File: src/afmm_params.svh
`ifndef AFMM_PARAMS_SVH
`define AFMM_PARAMS_SVH

// Clock and timing
`define AFMM_CLK_MHZ            125
`define AFMM_OVERLOAD_TIME_US   2600
`define AFMM_OVERLOAD_CYCLES    (`AFMM_OVERLOAD_TIME_US * `AFMM_CLK_MHZ)
`define AFMM_STUCK_CYCLES_DEF   1024
`define AFMM_STARTUP_CYCLES_DEF 256

// Register byte offsets
`define AFMM_OFS_CTRL   4'h0
`define AFMM_OFS_STATUS 4'h4
`define AFMM_OFS_MODE   4'h8

// Control fields
`define AFMM_CTRL_LATCHED_OC 0
`define AFMM_CTRL_DC_PROT    1
`define AFMM_CTRL_RESET      2'h0

// Status fields
`define AFMM_ST_FAULT     0
`define AFMM_ST_TRIP      1
`define AFMM_ST_UV        2
`define AFMM_ST_ALL_STUCK 3
`define AFMM_ST_MODE_OK   4
`define AFMM_ST_RUN       5
`define AFMM_ST_WARN      6
`define AFMM_ST_OVL_LSB   8
`define AFMM_ST_STUCK_LSB 12
`define AFMM_ST_BST_LSB   16

`endif

File: src/afmm_pkg.sv
package afmm_pkg;

   // Mode pin codes, mode_sel_2..mode_sel_0
   typedef enum logic [2:0] {
      AFMM_BTL_AD_2N  = 3'h0,
      AFMM_BTL_AD_1N  = 3'h1,
      AFMM_BTL_BD_2N  = 3'h2,
      AFMM_PARALLEL_BRIDGED_OUTPUT_AD_2N = 3'h4,
      AFMM_SE4_AD_1N  = 3'h5
   } afmm_mode_t;

   // Gray along hold -> start -> run
   typedef enum logic [1:0] {
      AFMM_HOLD  = 2'h0,
      AFMM_START = 2'h1,
      AFMM_RUN   = 2'h3
   } afmm_state_t;

endpackage : afmm_pkg

File: src/afmm_top.sv
// The implementer's own choices: the address map and the Avalon-MM interface to the registers.
`timescale 1ns/1ps
`default_nettype none
`include "afmm_params.svh"

module afmm_top #(
   parameter int unsigned STUCK_CYCLES    = `AFMM_STUCK_CYCLES_DEF,
   parameter int unsigned OVERLOAD_CYCLES = `AFMM_OVERLOAD_CYCLES,
   parameter int unsigned STARTUP_CYCLES  = `AFMM_STARTUP_CYCLES_DEF
) (
   // Clock and reset
   input  wire logic        clk_i,
   input  wire logic        arst_n_i,
   // Avalon-MM slave
   input  wire logic [3:0]  avs_address_i,
   input  wire logic        avs_read_i,
   input  wire logic        avs_write_i,
   input  wire logic [3:0]  avs_byteenable_i,
   input  wire logic [31:0] avs_writedata_i,
   output logic      [31:0] avs_readdata_o,
   output logic             avs_waitrequest_o,
   // Device pins, asynchronous
   input  wire logic [3:0]  pwm_in_i,
   input  wire logic        reset_pin_n_i,
   input  wire logic [2:0]  mode_sel_i,
   // Sense inputs from the analog side, asynchronous
   input  wire logic        stage_supply_uv_i,
   input  wire logic        gate_supply_uv_i,
   input  wire logic        analog_supply_uv_i,
   input  wire logic        logic_supply_por_i,
   input  wire logic [3:0]  bootstrap_cap_uv_i,
   input  wire logic        thermal_warn_i,
   input  wire logic        thermal_trip_i,
   input  wire logic [3:0]  overcurrent_i,
   input  wire logic [1:0]  dc_unbalance_i,
   input  wire logic        loop_saturate_i,
   // Gate drive, per half bridge
   output logic      [3:0]  high_side_on_o,
   output logic      [3:0]  low_side_on_o,
   output logic      [3:0]  weak_pulldown_o,
   // Open-drain flags, pulled low while enable is high
   output logic             fault_n_o,
   output logic             fault_n_oe_o,
   output logic             thermal_warn_n_o,
   output logic             thermal_warn_n_oe_o,
   output logic             clip_n_o,
   output logic             clip_n_oe_o
);

   localparam int unsigned SYNC_W = 25;
   localparam int unsigned SW     = $clog2(STUCK_CYCLES + 1);
   localparam int unsigned OW     = $clog2(OVERLOAD_CYCLES + 1);
   localparam int unsigned TW     = $clog2(STARTUP_CYCLES + 1);

   // Counters need room for at least one step
   if (STUCK_CYCLES < 2 || OVERLOAD_CYCLES < 2 || STARTUP_CYCLES < 1) begin : g_bad_count
      $error("afmm_top: counts too small");
   end

   logic [SYNC_W-1:0] sync_meta_ff;
   logic [SYNC_W-1:0] sync_ff;
   always_ff @(posedge clk_i or negedge arst_n_i) begin
      if (!arst_n_i) begin
         sync_meta_ff <= '0;
         sync_ff      <= '0;
      end else begin
         sync_meta_ff <= {pwm_in_i, reset_pin_n_i, mode_sel_i, stage_supply_uv_i,
                          gate_supply_uv_i, analog_supply_uv_i, logic_supply_por_i,
                          bootstrap_cap_uv_i, thermal_warn_i, thermal_trip_i,
                          overcurrent_i, dc_unbalance_i, loop_saturate_i};
         sync_ff      <= sync_meta_ff;
      end
   end

   logic [3:0] pwm_s;
   logic       rst_pin_s;
   logic [2:0] mode_pin_s;
   logic       uv_s;
   logic       por_s;
   logic [3:0] bst_uv_s;
   logic       warn_s;
   logic       trip_s;
   logic [3:0] oc_s;
   logic [1:0] dc_s;
   logic       sat_s;
   assign pwm_s      = sync_ff[24:21];
   assign rst_pin_s  = sync_ff[20];
   assign mode_pin_s = sync_ff[19:17];
   assign uv_s       = sync_ff[16] | sync_ff[15] | sync_ff[14];
   assign por_s      = sync_ff[13];
   assign bst_uv_s   = sync_ff[12:9];
   assign warn_s     = sync_ff[8];
   assign trip_s     = sync_ff[7];
   assign oc_s       = sync_ff[6:3];
   assign dc_s       = sync_ff[2:1];
   assign sat_s      = sync_ff[0];

   // Registers
   logic [1:0]  ctrl_ff;
   logic [2:0]  mode_ff;
   logic        ack_ff;
   logic [31:0] rdata_ff;
   logic [31:0] status;

   // Reset pin edge and startup sequencer
   logic                 rst_prev_ff;
   logic                 rst_rise;
   afmm_pkg::afmm_state_t state_ff;
   logic [TW-1:0]        start_cnt_ff;
   logic                 running;
   assign rst_rise = rst_pin_s & ~rst_prev_ff;
   assign running  = (state_ff == afmm_pkg::AFMM_RUN);

   always_ff @(posedge clk_i or negedge arst_n_i) begin
      if (!arst_n_i) begin
         rst_prev_ff <= 1'b0;
      end else begin
         rst_prev_ff <= rst_pin_s;
      end
   end

   always_ff @(posedge clk_i or negedge arst_n_i) begin
      if (!arst_n_i) begin
         state_ff     <= afmm_pkg::AFMM_HOLD;
         start_cnt_ff <= '0;
      end else if (!rst_pin_s) begin
         state_ff     <= afmm_pkg::AFMM_HOLD;
         start_cnt_ff <= '0;
      end else begin
         case (state_ff)
            afmm_pkg::AFMM_HOLD: begin
               if (rst_rise) begin
                  state_ff <= afmm_pkg::AFMM_START;
               end
            end
            afmm_pkg::AFMM_START: begin
               if (start_cnt_ff == TW'(STARTUP_CYCLES - 1)) begin
                  state_ff <= afmm_pkg::AFMM_RUN;
               end
               start_cnt_ff <= start_cnt_ff + 1'b1;
            end
            afmm_pkg::AFMM_RUN: begin
               state_ff <= afmm_pkg::AFMM_RUN;
            end
            default: begin
               state_ff <= afmm_pkg::AFMM_HOLD;
            end
         endcase
      end
   end

   // Mode sampled once, at the reset rise
   always_ff @(posedge clk_i or negedge arst_n_i) begin
      if (!arst_n_i) begin
         mode_ff <= 3'h0;
      end else if (rst_rise) begin
         mode_ff <= mode_pin_s;
      end
   end

   // Legal codes only; others keep the stage Hi-Z
   logic mode_ok;
   logic three_level;
   logic single_ended;
   logic parallel;
   assign mode_ok      = mode_ff inside {afmm_pkg::AFMM_BTL_AD_2N, afmm_pkg::AFMM_BTL_AD_1N,
                                         afmm_pkg::AFMM_BTL_BD_2N, afmm_pkg::AFMM_PARALLEL_BRIDGED_OUTPUT_AD_2N,
                                         afmm_pkg::AFMM_SE4_AD_1N};
   assign three_level  = (mode_ff == afmm_pkg::AFMM_BTL_BD_2N);
   assign single_ended = (mode_ff == afmm_pkg::AFMM_SE4_AD_1N);
   assign parallel     = (mode_ff == afmm_pkg::AFMM_PARALLEL_BRIDGED_OUTPUT_AD_2N);

   // Per half bridge: source input, inversion and channel grouping
   logic [1:0] src_sel [4];
   logic [3:0] src_inv;
   logic [3:0] grp_mask [4];
   logic [3:0] used_in;
   always_comb begin
      used_in = 4'hf;
      for (int x = 0; x < 4; x++) begin
         src_sel[x]  = 2'(x);
         src_inv[x]  = 1'b0;
         grp_mask[x] = 4'h3 << (x & 2);
         case (mode_ff)
            afmm_pkg::AFMM_BTL_AD_1N: begin
               // Pair driven complementary from one input
               src_sel[x] = 2'(x & 2);
               src_inv[x] = x[0];
            end
            afmm_pkg::AFMM_PARALLEL_BRIDGED_OUTPUT_AD_2N: begin
               src_sel[x]  = 2'(x & 1);
               grp_mask[x] = 4'hf;
            end
            afmm_pkg::AFMM_SE4_AD_1N: begin
               grp_mask[x] = 4'h1 << x;
            end
            default: begin
               src_sel[x] = 2'(x);
            end
         endcase
      end
      if (mode_ff == afmm_pkg::AFMM_BTL_AD_1N) begin
         used_in = 4'h5;
      end else if (parallel) begin
         used_in = 4'h3;
      end
   end

   // Stuck input: no edge within the frame window
   logic [3:0]    pwm_prev_ff;
   logic [3:0]    pwm_rise;
   logic [3:0]    stuck_ff;
   logic [SW-1:0] idle_cnt_ff [4];
   assign pwm_rise = pwm_s & ~pwm_prev_ff;

   for (genvar g = 0; g < 4; g++) begin : g_stuck
      always_ff @(posedge clk_i or negedge arst_n_i) begin
         if (!arst_n_i) begin
            idle_cnt_ff[g] <= '0;
            stuck_ff[g]    <= 1'b1;
         end else if (pwm_s[g] != pwm_prev_ff[g]) begin
            idle_cnt_ff[g] <= '0;
            stuck_ff[g]    <= 1'b0;
         end else if (idle_cnt_ff[g] == SW'(STUCK_CYCLES)) begin
            stuck_ff[g]    <= 1'b1;
         end else begin
            idle_cnt_ff[g] <= idle_cnt_ff[g] + 1'b1;
         end
      end
   end

   always_ff @(posedge clk_i or negedge arst_n_i) begin
      if (!arst_n_i) begin
         pwm_prev_ff <= 4'h0;
      end else begin
         pwm_prev_ff <= pwm_s;
      end
   end

   // All used inputs idle counts as a global stop
   logic all_stuck;
   assign all_stuck = ((stuck_ff & used_in) == used_in);

   // DC protection only for two-level bridged use
   logic       dc_active;
   logic [3:0] oc_eff;
   assign dc_active = ctrl_ff[`AFMM_CTRL_DC_PROT] & ~three_level & ~single_ended & mode_ok;
   assign oc_eff    = oc_s | ({4{dc_active}} & {dc_s[1], dc_s[1], dc_s[0], dc_s[0]});

   logic [OW-1:0] ovl_cnt_ff [4];
   logic [3:0]    ovl_latch_ff;
   logic [3:0]    flip_ff;
   logic          clr_latch;
   // Reset low or power-on clear drops the latches
   assign clr_latch = ~rst_pin_s | por_s;

   for (genvar g = 0; g < 4; g++) begin : g_ovl
      always_ff @(posedge clk_i or negedge arst_n_i) begin
         if (!arst_n_i) begin
            ovl_cnt_ff[g]   <= '0;
            ovl_latch_ff[g] <= 1'b0;
         end else if (clr_latch) begin
            ovl_cnt_ff[g]   <= '0;
            ovl_latch_ff[g] <= 1'b0;
         end else if (running && oc_eff[g]) begin
            if (ctrl_ff[`AFMM_CTRL_LATCHED_OC]) begin
               ovl_latch_ff[g] <= 1'b1;
            end else if (ovl_cnt_ff[g] == OW'(OVERLOAD_CYCLES)) begin
               ovl_latch_ff[g] <= 1'b1;
            end else begin
               ovl_cnt_ff[g] <= ovl_cnt_ff[g] + 1'b1;
            end
         end else if (ovl_cnt_ff[g] != '0) begin
            ovl_cnt_ff[g] <= ovl_cnt_ff[g] - 1'b1;
         end
      end

      // Limiting toggles once per input frame, half the switching rate
      always_ff @(posedge clk_i or negedge arst_n_i) begin
         if (!arst_n_i) begin
            flip_ff[g] <= 1'b0;
         end else if (pwm_rise[src_sel[g]]) begin
            flip_ff[g] <= ~flip_ff[g];
         end
      end
   end

   logic trip_latch_ff;
   always_ff @(posedge clk_i or negedge arst_n_i) begin
      if (!arst_n_i) begin
         trip_latch_ff <= 1'b0;
      end else if (!rst_pin_s) begin
         trip_latch_ff <= 1'b0;
      end else if (trip_s) begin
         trip_latch_ff <= 1'b1;
      end
   end

   logic global_uv;
   logic global_off;
   logic [3:0] hb_kill;
   logic [3:0] chan_kill;
   assign global_uv  = uv_s | por_s;
   // Global stop of every half bridge
   // Pin low stops drive in the same cycle as the flag mask
   assign global_off = global_uv | trip_latch_ff | all_stuck | ~mode_ok | ~running | ~rst_pin_s;

   always_comb begin
      for (int x = 0; x < 4; x++) begin
         hb_kill[x] = ovl_latch_ff[x] | stuck_ff[src_sel[x]];
      end
      for (int x = 0; x < 4; x++) begin
         // Fault spreads only within its own channel
         chan_kill[x] = |(hb_kill & grp_mask[x]);
      end
   end

   // Gate drive
   logic [3:0] nxt_hs;
   logic [3:0] nxt_ls;
   logic [3:0] hs_ff;
   logic [3:0] ls_ff;
   logic [3:0] pd_ff;
   always_comb begin
      for (int x = 0; x < 4; x++) begin
         logic drv;
         drv = ~pwm_s[src_sel[x]] ^ src_inv[x];
         if (oc_eff[x] && !ctrl_ff[`AFMM_CTRL_LATCHED_OC]) begin
            drv = flip_ff[x];
         end
         // Off and not running means Hi-Z
         if (global_off || chan_kill[x]) begin
            nxt_hs[x] = 1'b0;
            nxt_ls[x] = 1'b0;
         end else begin
            // Bootstrap low blocks only the high side
            nxt_hs[x] = drv & ~bst_uv_s[x];
            nxt_ls[x] = ~drv;
         end
      end
   end

   always_ff @(posedge clk_i or negedge arst_n_i) begin
      if (!arst_n_i) begin
         hs_ff <= 4'h0;
         ls_ff <= 4'h0;
         pd_ff <= 4'h0;
      end else begin
         hs_ff <= nxt_hs;
         ls_ff <= nxt_ls;
         // Pulldowns under reset in every mode but single-ended
         pd_ff <= {4{~rst_pin_s & ~single_ended}};
      end
   end

   // Flags
   logic fault_ff;
   logic warn_ff;
   logic clip_ff;
   always_ff @(posedge clk_i or negedge arst_n_i) begin
      if (!arst_n_i) begin
         fault_ff <= 1'b0;
         warn_ff  <= 1'b0;
         clip_ff  <= 1'b0;
      end else begin
         // Reported faults, masked by reset low
         fault_ff <= rst_pin_s & (global_uv | trip_latch_ff | (|ovl_latch_ff));
         // Warning has its own flag only
         warn_ff  <= warn_s;
         // Clip while the loop skips pulses
         clip_ff  <= sat_s & running;
      end
   end

   // Avalon slave: one wait state, answer on the second edge
   assign avs_waitrequest_o = (avs_read_i | avs_write_i) & ~ack_ff;

   assign status = {11'h0, warn_s, bst_uv_s, stuck_ff, ovl_latch_ff, 1'b0, warn_ff,
                    running, mode_ok, all_stuck, global_uv, trip_latch_ff, fault_ff};

   always_ff @(posedge clk_i or negedge arst_n_i) begin
      if (!arst_n_i) begin
         ack_ff   <= 1'b0;
         rdata_ff <= 32'h0;
      end else begin
         ack_ff <= (avs_read_i | avs_write_i) & ~ack_ff;
         if (avs_read_i && !ack_ff) begin
            case (avs_address_i)
               `AFMM_OFS_CTRL:   rdata_ff <= {30'h0, ctrl_ff};
               `AFMM_OFS_STATUS: rdata_ff <= status;
               `AFMM_OFS_MODE:   rdata_ff <= {29'h0, mode_ff};
               default:          rdata_ff <= 32'h0;
            endcase
         end
      end
   end

   always_ff @(posedge clk_i or negedge arst_n_i) begin
      if (!arst_n_i) begin
         ctrl_ff <= `AFMM_CTRL_RESET;
      end else if (avs_write_i && ack_ff && avs_byteenable_i[0]
                   && avs_address_i == `AFMM_OFS_CTRL) begin
         ctrl_ff <= avs_writedata_i[1:0];
      end
   end

   // Outputs
   assign avs_readdata_o      = rdata_ff;
   assign high_side_on_o      = hs_ff;
   assign low_side_on_o       = ls_ff;
   assign weak_pulldown_o     = pd_ff;
   assign fault_n_o           = 1'b0;
   assign fault_n_oe_o        = fault_ff;
   assign thermal_warn_n_o    = 1'b0;
   assign thermal_warn_n_oe_o = warn_ff;
   assign clip_n_o            = 1'b0;
   assign clip_n_oe_o         = clip_ff;

endmodule : afmm_top
`default_nettype wire

File: config.mk
export PLATFORM = sky130hd
export DESIGN_NAME = afmm_top
export DESIGN_NICKNAME = d
export VERILOG_FILES = /design/src/afmm_pkg.sv /design/src/afmm_top.sv
export VERILOG_INCLUDE_DIRS = /design/src /design/src/src
export SDC_FILE = /design/constraint.sdc
export NUM_CORES = 1
export LEC_CHECK = 0
export BUFFER_PORTS_ARGS = -buffer_cell sky130_fd_sc_hd__buf_4
export CAP_MARGIN = 20
export CORE_AREA = 2 2 114 227
export CTS_BUF_LIST = sky130_fd_sc_hd__clkbuf_8
export CTS_CLUSTER_DIAMETER = 80
export CTS_CLUSTER_SIZE = 30
export DETAILED_ROUTE_END_ITERATION = 8
export DIE_AREA = 0 0 116 229
export PLACE_DENSITY = 0.77
export SETUP_SLACK_MARGIN = 0.3
export SYNTH_ARGS = -nofsm -noshare
export SYNTH_HDL_FRONTEND = slang
export SYNTH_SLANG_ARGS = --single-unit
File: constraint.sdc
create_clock -name clk_i -period 3.53 [get_ports clk_i]
set_clock_uncertainty 0.1 [all_clocks]
set_input_delay 0.353 -clock clk_i [delete_from_list [all_inputs] [get_ports clk_i]]
set_output_delay 0.353 -clock clk_i [all_outputs]
set_load 0.02 [all_outputs]
==> results of run 1 <==
-- tightest hold or removal path, stage by stage --
cell     delay, ns
buf_4         0.10
nor4_1        0.07
nand2_1       0.07
o21ai_0       0.07
-- placed cells by master, fill, tap and decap left out, types with 44 or more instances in the layout --
cell type,netlist,final
nor2_1,91,86
xnor2_1,73,73
buf_4,19,161
nand3_1,54,53
nand2_1,110,108
dfrtp_1,233,233
a21o_1,44,44
ha_1,86,59
a21oi_1,81,67
and2_1,47,47
-- kinds of logic after synthesis --
logic type | after synthesis | share of synthesized area
and+or+nand+nor | 484 | 0.185
AOI/OAI and AO/OA | 335 | 0.171
DFF | 237 | 0.438
buffers and inverters | 94 | 0.0336
adders and majority gates | 90 | 0.0854
xor gates and xnor gates | 89 | 0.0576
muxes | 38 | 0.0291
other | 1 | 0.000277
-- how the worst max path moves through the flow --
stage	start	to	slack, ns	depth (start not counted)
2_1_floorplan	mode_ff[0]	ovl_cnt_ff[51]	0.28	13
3_3_place_gp	ctrl_ff[1]	ovl_cnt_ff[18]	0.15	13
3_5_place_dp	ctrl_ff[1]	ovl_cnt_ff[75]	0.06	13
4_1_cts	mode_ff[1]	ovl_cnt_ff[51]	0.29	13
5_1_grt	mode_ff[1]	ovl_cnt_ff[75]	0.17	14
6_report	mode_ff[1]	ovl_cnt_ff[75]	0.28	14
-- per-layer routing --
metal	wire length [um]	share of wire	vias to the layer above	track usage
li1	-	-	5272	-
met1	14800	0.44	5569	0.343
met2	16600	0.49	370	0.405
met3	1460	0.043	72	0.0214
met4	945	0.028	0	0.0725
met5	0	0	-	0
-- registers in the layout, indices dropped and copies added (netlist names) --
register             count
clip_n_oe_o              1
ctrl_ff                  2
pwm_prev_ff              4
status                   4
idle_cnt_ff             44
trip_latch_ff            1
avs_readdata_o          20
state_ff                 2
low_side_on_o            4
rst_prev_ff              1
start_cnt_ff             9
sync_meta_ff            25
weak_pulldown_o          1
ovl_latch_ff             4
mode_ff                  3
ovl_cnt_ff              76
sync_ff                 25
thermal_warn_n_oe_o      1
fault_n_oe_o             1
ack_ff                   1
flip_ff                  4
high_side_on_o           4
-- cell type report --
class	count	area, sq um
Timing Repair inverter	1	8.76
Tap cell	336	420
Sequential cell	237	5940
Clock buffer	13	179
Inverter	37	159
Timing Repair Buffer	200	1630
Multi-Input combinational cell	1051	7820
Clock inverter	6	51.3
Fill cell	1926	8630
-- stage by stage --
stage	util	hold WS, ns	power, mW
finish	0.652	0.0610	6.01
CTS	0.622	0.0539	5.89
detailed placement	0.591	0.235	4.63
global placement	0.591	0.236	4.58
global route	0.652	0.0582	6.36
floorplan	-	-0.0426	4.12
-- timing repair --
action,in CTS,in global routing
hold endpoints to repair,119,0
cloned,0,1
gates resized for setup,32,97
pin swaps,13,49
endpoints found under the setup margin,21,27
hold buffers,30,0
setup buffers,11,36
-- where the power goes --
part           switching, mW  leakage, nW  internal, mW
clock network          0.859        0.131         0.368
logic                  0.891         4.33         0.852
registers              0.166         3.11          2.87
total                   1.92         7.58          4.09
==> flow_summary.yaml, run 1 <==
finish:
  syn2layout_area_growth_pct: 19.6
  stdcell_count: 1881
  nets: 1699
  design_area_sq_mm: 0.0162
  drive_gt1_frac: 0.199
  antenna-diode-count: 0
setup_path:
  r2r_end: "ovl_cnt_ff[75]"
  crit_fanout: 7
  path_cells: "nor2b_2 > buf_6 > a31oi_4 > nor2_4 > clkinv_4 > buf_4 > fa_2 > a21oi_4 > a2bb2oi_2 > a21o_1 > o21ai_2 > a211o_1 > or4_1 > o211ai_1"
  r2r-start: "mode_ff[1]"
  cp-start-kind: "flip-flop"
  reg2reg_slack_ns: 0.28
  critPathBufInv: 3
  cp.required_ns: 3.90
  crit_family: "compound AO/OA/AOI/OAI gates"
  arrival_ns: 3.62
  critPathCaptureType: "flip-flop"
  rr_worst_depth: 14
  critPathMaxStageDelay_ns: 0.42
  slowest_stage: "dfrtp_1"
  crit_type: "flip-flop to flip-flop"
placed_design:
  globalplace.congestion: 0.894
  port_buffers: 71
  place_ws_ns: 0.0650
  dp_hpwl_um: 22600
  placed_cell_area_sq_mm: 0.0147
  post-place-cells: 1784
yosys:
  netlist.top_cell.by_area: "dfrtp_1"
  synthCells: 1368
  synth-async-reset-ratio: 1.00
  synth_ff_type: "dfrtp_1"
  yosys_warnings: 0
  yosysMostFrequentCell: "dfrtp_1"
  synth_seq_cells: 237
  synth_edf_count: 0
  syn_area_sq_mm: 0.0135
  synth_area_leaders: "dfrtp_1 (43%), ha_1 (7.9%), xnor2_1 (4.7%)"
  seq_area_frac_synth: 0.438
  synth.distinct_cells: 80
  ys_top_cells_by_count: "dfrtp_1 (233), nand2_1 (110), nor2_1 (91)"
  synth_top_area_share: 0.431
  syn_area_per_cell_sq_um: 9.90
timing:
  layout_min_cycle_time_ns: 3.25
  worst_pin_slew_ns: 0.914
  tns_ns: 0
  setup_slack_ns: 0.277
  rsz0062_at_grt: "true"
  fmax_mhz: 307
  finalSetupViolCount: 0
  slew_headroom: 0.387
  fin_crit_sh: 0.922
  hold_viol_final: 0
  drv_slew: 0
clock_tree:
  cts-buffers-inserted: 12
  ctsHtreeMaxLevel: 1
  clockBufferDepth: 3
  cts_sinks: 237
  cts_tree: "yes"
  clk_pin_slew_ns: 0.17
  root_buffer: "clkbuf_8"
  clkLatencyLatePin_ns: 0.55
grt:
  grt_pass1_wl_um: 53400
  overflow: 0
  antenna_found_initial: 0
  grt_max_degree: 101
  grt_pass1_vias: 10896
  grt.total_usage: 0.245
floorplan:
  rows: 82
  die_area_sq_mm: 0.0266
  die_y_um: 229
  core-area_sq_mm: 0.0248
  io_pins: 120
  fp.dieW_um: 116
  start_util: 0.545
pwr:
  p_leak_nw: 7.58
  p_per_area_mw_per_mm2: 371
  peakVddDrop_uv: 599
drt:
  num_vias: 11283
  wire_per_inst_um: 18.0
  routed_via_density: 6.00
  ant_nets: 0
  dr.pass1.iters: 5
  wirelength_um: 33900
  route.detailed.drc: 0
  drt_iter0_drc: 867
hold_path:
  hold_depth: 4
  hold_path_end: "ctrl_ff[0]"
  holdCritStartpoint: "avs_address_i[0]"
  hp-class: "input pin to flip-flop"
outcome:
  status: "completed"
job:
  cap_violations: 0
No activity file was read; power rests on OpenSTA's default activity.
==> run 2, diff against run 1 <==
--- a/config.mk
+++ b/config.mk
@@ -8,13 +8,12 @@
 export LEC_CHECK = 0
 export BUFFER_PORTS_ARGS = -buffer_cell sky130_fd_sc_hd__buf_4
 export CAP_MARGIN = 20
-export CORE_AREA = 2 2 114 227
+export CORE_AREA = 2 2 135 269
 export CTS_BUF_LIST = sky130_fd_sc_hd__clkbuf_8
 export CTS_CLUSTER_DIAMETER = 80
 export CTS_CLUSTER_SIZE = 30
 export DETAILED_ROUTE_END_ITERATION = 8
-export DIE_AREA = 0 0 116 229
-export PLACE_DENSITY = 0.77
+export DIE_AREA = 0 0 137 271
 export SETUP_SLACK_MARGIN = 0.3
 export SYNTH_ARGS = -nofsm -noshare
 export SYNTH_HDL_FRONTEND = slang
==> run 2 against run 1 <==
- non-clock buffer count decreased by 31
- sequential share of layout area increased by 1.1 points
- sequential power about the same
- core utilization decreased by 20 points
- fmax increased by 1.6%
- critical path depth decreased by 2
- hold slack got worse by 0.031 ns
- die area increased by 40%
- flip-flop and latch count unchanged
- power decreased by 0.85%
- critical path type unchanged
- largest cell class unchanged
- largest power group unchanged
- highest routed layer unchanged
==> flow_summary.yaml, run 2 (synthesized netlist as in run 1, its figures left out) <==
setup_path:
  cp.required_ns: 3.91
  r2r-start: "mode_ff[1]"
  crit_type: "flip-flop to flip-flop"
  critPathCaptureType: "flip-flop"
  arrival_ns: 3.58
  r2r_end: "ovl_cnt_ff[18]"
  reg2reg_slack_ns: 0.33
  rr_worst_depth: 12
  cp-start-kind: "flip-flop"
  crit_fanout: 16
timing:
  fin_crit_sh: 0.907
  fmax_mhz: 312
  finalSetupViolCount: 0
  tns_ns: 0
  hold-worst-slack_ns: 0.0301
  slew_headroom: 0.368
  hold_viol_final: 0
  layout_min_cycle_time_ns: 3.20
  worst_pin_slew_ns: 0.939
  rsz0062_at_grt: "true"
  drv_slew: 0
grt:
  antenna_found_initial: 1
  grt_pass1_vias: 11050
  grt_max_degree: 101
  overflow: 0
  grt_pass1_wl_um: 55900
  grt.total_usage: 0.189
finish:
  largest_registers: "ovl_cnt_ff x76, idle_cnt_ff x44"
  final_cell_mix: "dfrtp_1 (233), buf_4 (136), nand2_1 (110)"
  drive_gt1_frac: 0.160
  syn2layout_area_growth_pct: 16.1
  nets: 1667
  layout.cells.most_common: "dfrtp_1"
  fillers: 3391
  largest_reg_flops: 76
  design_area_sq_mm: 0.0157
  regMostFlops: "ovl_cnt_ff"
floorplan:
  fp.dieW_um: 137
  start_util: 0.387
  io_pins: 120
  core-area_sq_mm: 0.0350
  die_y_um: 271
  die_area_sq_mm: 0.0371
  rows: 97
clock_tree:
  cts-buffers-inserted: 12
  cts_tree: "yes"
  ctsHtreeMaxLevel: 1
  clkLatencyLatePin_ns: 0.58
  root_buffer: "clkbuf_8"
  clk_pin_slew_ns: 0.18
  cts_sinks: 237
  clockBufferDepth: 3
pwr:
  power_frac_clock: 0.211
  peakVddDrop_uv: 373
  p_switching_mw: 1.94
  p_leak_nw: 7.38
  p_sw_frac: 0.325
  p_per_area_mw_per_mm2: 379
  p_int_mw: 4.02
  pwr-share-seq: 0.506
  combPwrFrac: 0.283
drt:
  dr.pass1.iters: 5
  wirelength_um: 34600
  route.detailed.drc: 0
  routed_via_density: 5.55
  num_vias: 10870
  ant_nets: 0
  drt_iter0_drc: 492
  wire_per_inst_um: 17.7
placed_design:
  globalplace.congestion: 0.912
  dp_hpwl_um: 25800
  port_buffers: 71
  placed_cell_area_sq_mm: 0.0149
outcome:
  status: "completed"
hold_path:
  hold_path_end: "ack_ff"
  holdCritStartpoint: "avs_read_i"
  hp-class: "input pin to flip-flop"
  hold_depth: 3
job:
  cap_violations: 0
-- run 2: changes by cell type in the layout (fill, tap and decap cells not counted), moves of 3 or more --
cell | previous run | this run
a31oi_1 | 14 | 11
buf_4 | 161 | 136
buf_6 | 6 | 1
a31oi_2 | 1 | 7
a31oi_4 | 3 | 0
a21oi_1 | 67 | 70
ha_4 | 19 | 2
ha_2 | 8 | 5
ha_1 | 59 | 79
-- run 2: area by class of cell --
| cell class | instances | area (sq um) | area share |
|---|---|---|---|
| flip-flops and latches | 237 | 5940 | 0.377 |
| well taps | 445 | 557 | 0.0354 |
| multi-input cells | 1051 | 7470 | 0.475 |
| inverters | 37 | 151 | 0.00963 |
| clock inverters | 7 | 52.6 | 0.00334 |
| diodes | 1 | 2.50 | 0.000159 |
| repair buffers | 169 | 1380 | 0.0879 |
| clock buffers | 13 | 179 | 0.0114 |
-- run 2: power groups by stage --
| stage | combinational, mW | sequential (mW) | clock [mW] |
|---|---|---|---|
| 2_1_floorplan | 1.10 | 3.03 | 0 |
| 3_3_place_gp | 1.58 | 3.06 | 0 |
| 3_5_place_dp | 1.59 | 3.06 | 0 |
| 4_1_cts | 1.63 | 3.01 | 1.35 |
| 5_1_grt | 1.86 | 3.04 | 1.44 |
| 6_report | 1.68 | 3.01 | 1.26 |
-- run 2: metal layers --
metal	global-route usage	share of wire	wire length (um)	vias up
li1	-	-	-	5217
met1	0.207	0.38	13100	5326
met2	0.361	0.55	19100	242
met3	0.0129	0.030	1040	85
met4	0.0822	0.041	1420	0
met5	0	0	0	-
-- run 2: worst max-delay path: stages, from the launching register on --
cell and delay, ns:
dfrtp_1 0.44, nor2b_4 0.17, a31oi_2 0.15, nor2_4 0.17
inv_6 0.11, ha_2 0.43, nand2_1 0.10, o211ai_1 0.30
a311oi_2 0.17, a21oi_2 0.21, mux2_2 0.36, o31a_1 0.23
nor3_1 0.15
-- run 2: worst max path at each step --
stage / cells after the start / from / to
floorplan: 13 / mode_ff[0] / ovl_cnt_ff[51]
global placement: 12 / mode_ff[1] / ovl_cnt_ff[18]
detailed placement: 12 / mode_ff[1] / ovl_cnt_ff[18]
CTS: 13 / mode_ff[1] / ovl_cnt_ff[18]
global route: 14 / mode_ff[1] / ovl_cnt_ff[48]
finish: 12 / mode_ff[1] / ovl_cnt_ff[18]
-- run 2: per-stage QoR --
stage / power, mW / setup slack [ns] / std cells / utilization
5_1_grt: 6.34 / 0.150 / 1960 / 0.450
3_3_place_gp: 4.64 / 0.0812 / 1902 / 0.426
3_5_place_dp: 4.66 / 0.0752 / 1903 / 0.426
4_1_cts: 5.99 / 0.280 / 1952 / 0.443
2_1_floorplan: 4.12 / 0.283 / 1382 / -
6_report: 5.96 / 0.329 / 1960 / 0.450
-- run 2: timing repair --
item | 4_1_cts | 5_1_grt
hold endpoints to repair | 122 | 0
setup endpoints to repair | 18 | 27
pin swaps | 3 | 11
buffers inserted | 1 | 7
hold buffers | 28 | 0
resized for setup | 14 | 48
gates cloned | 0 | 0
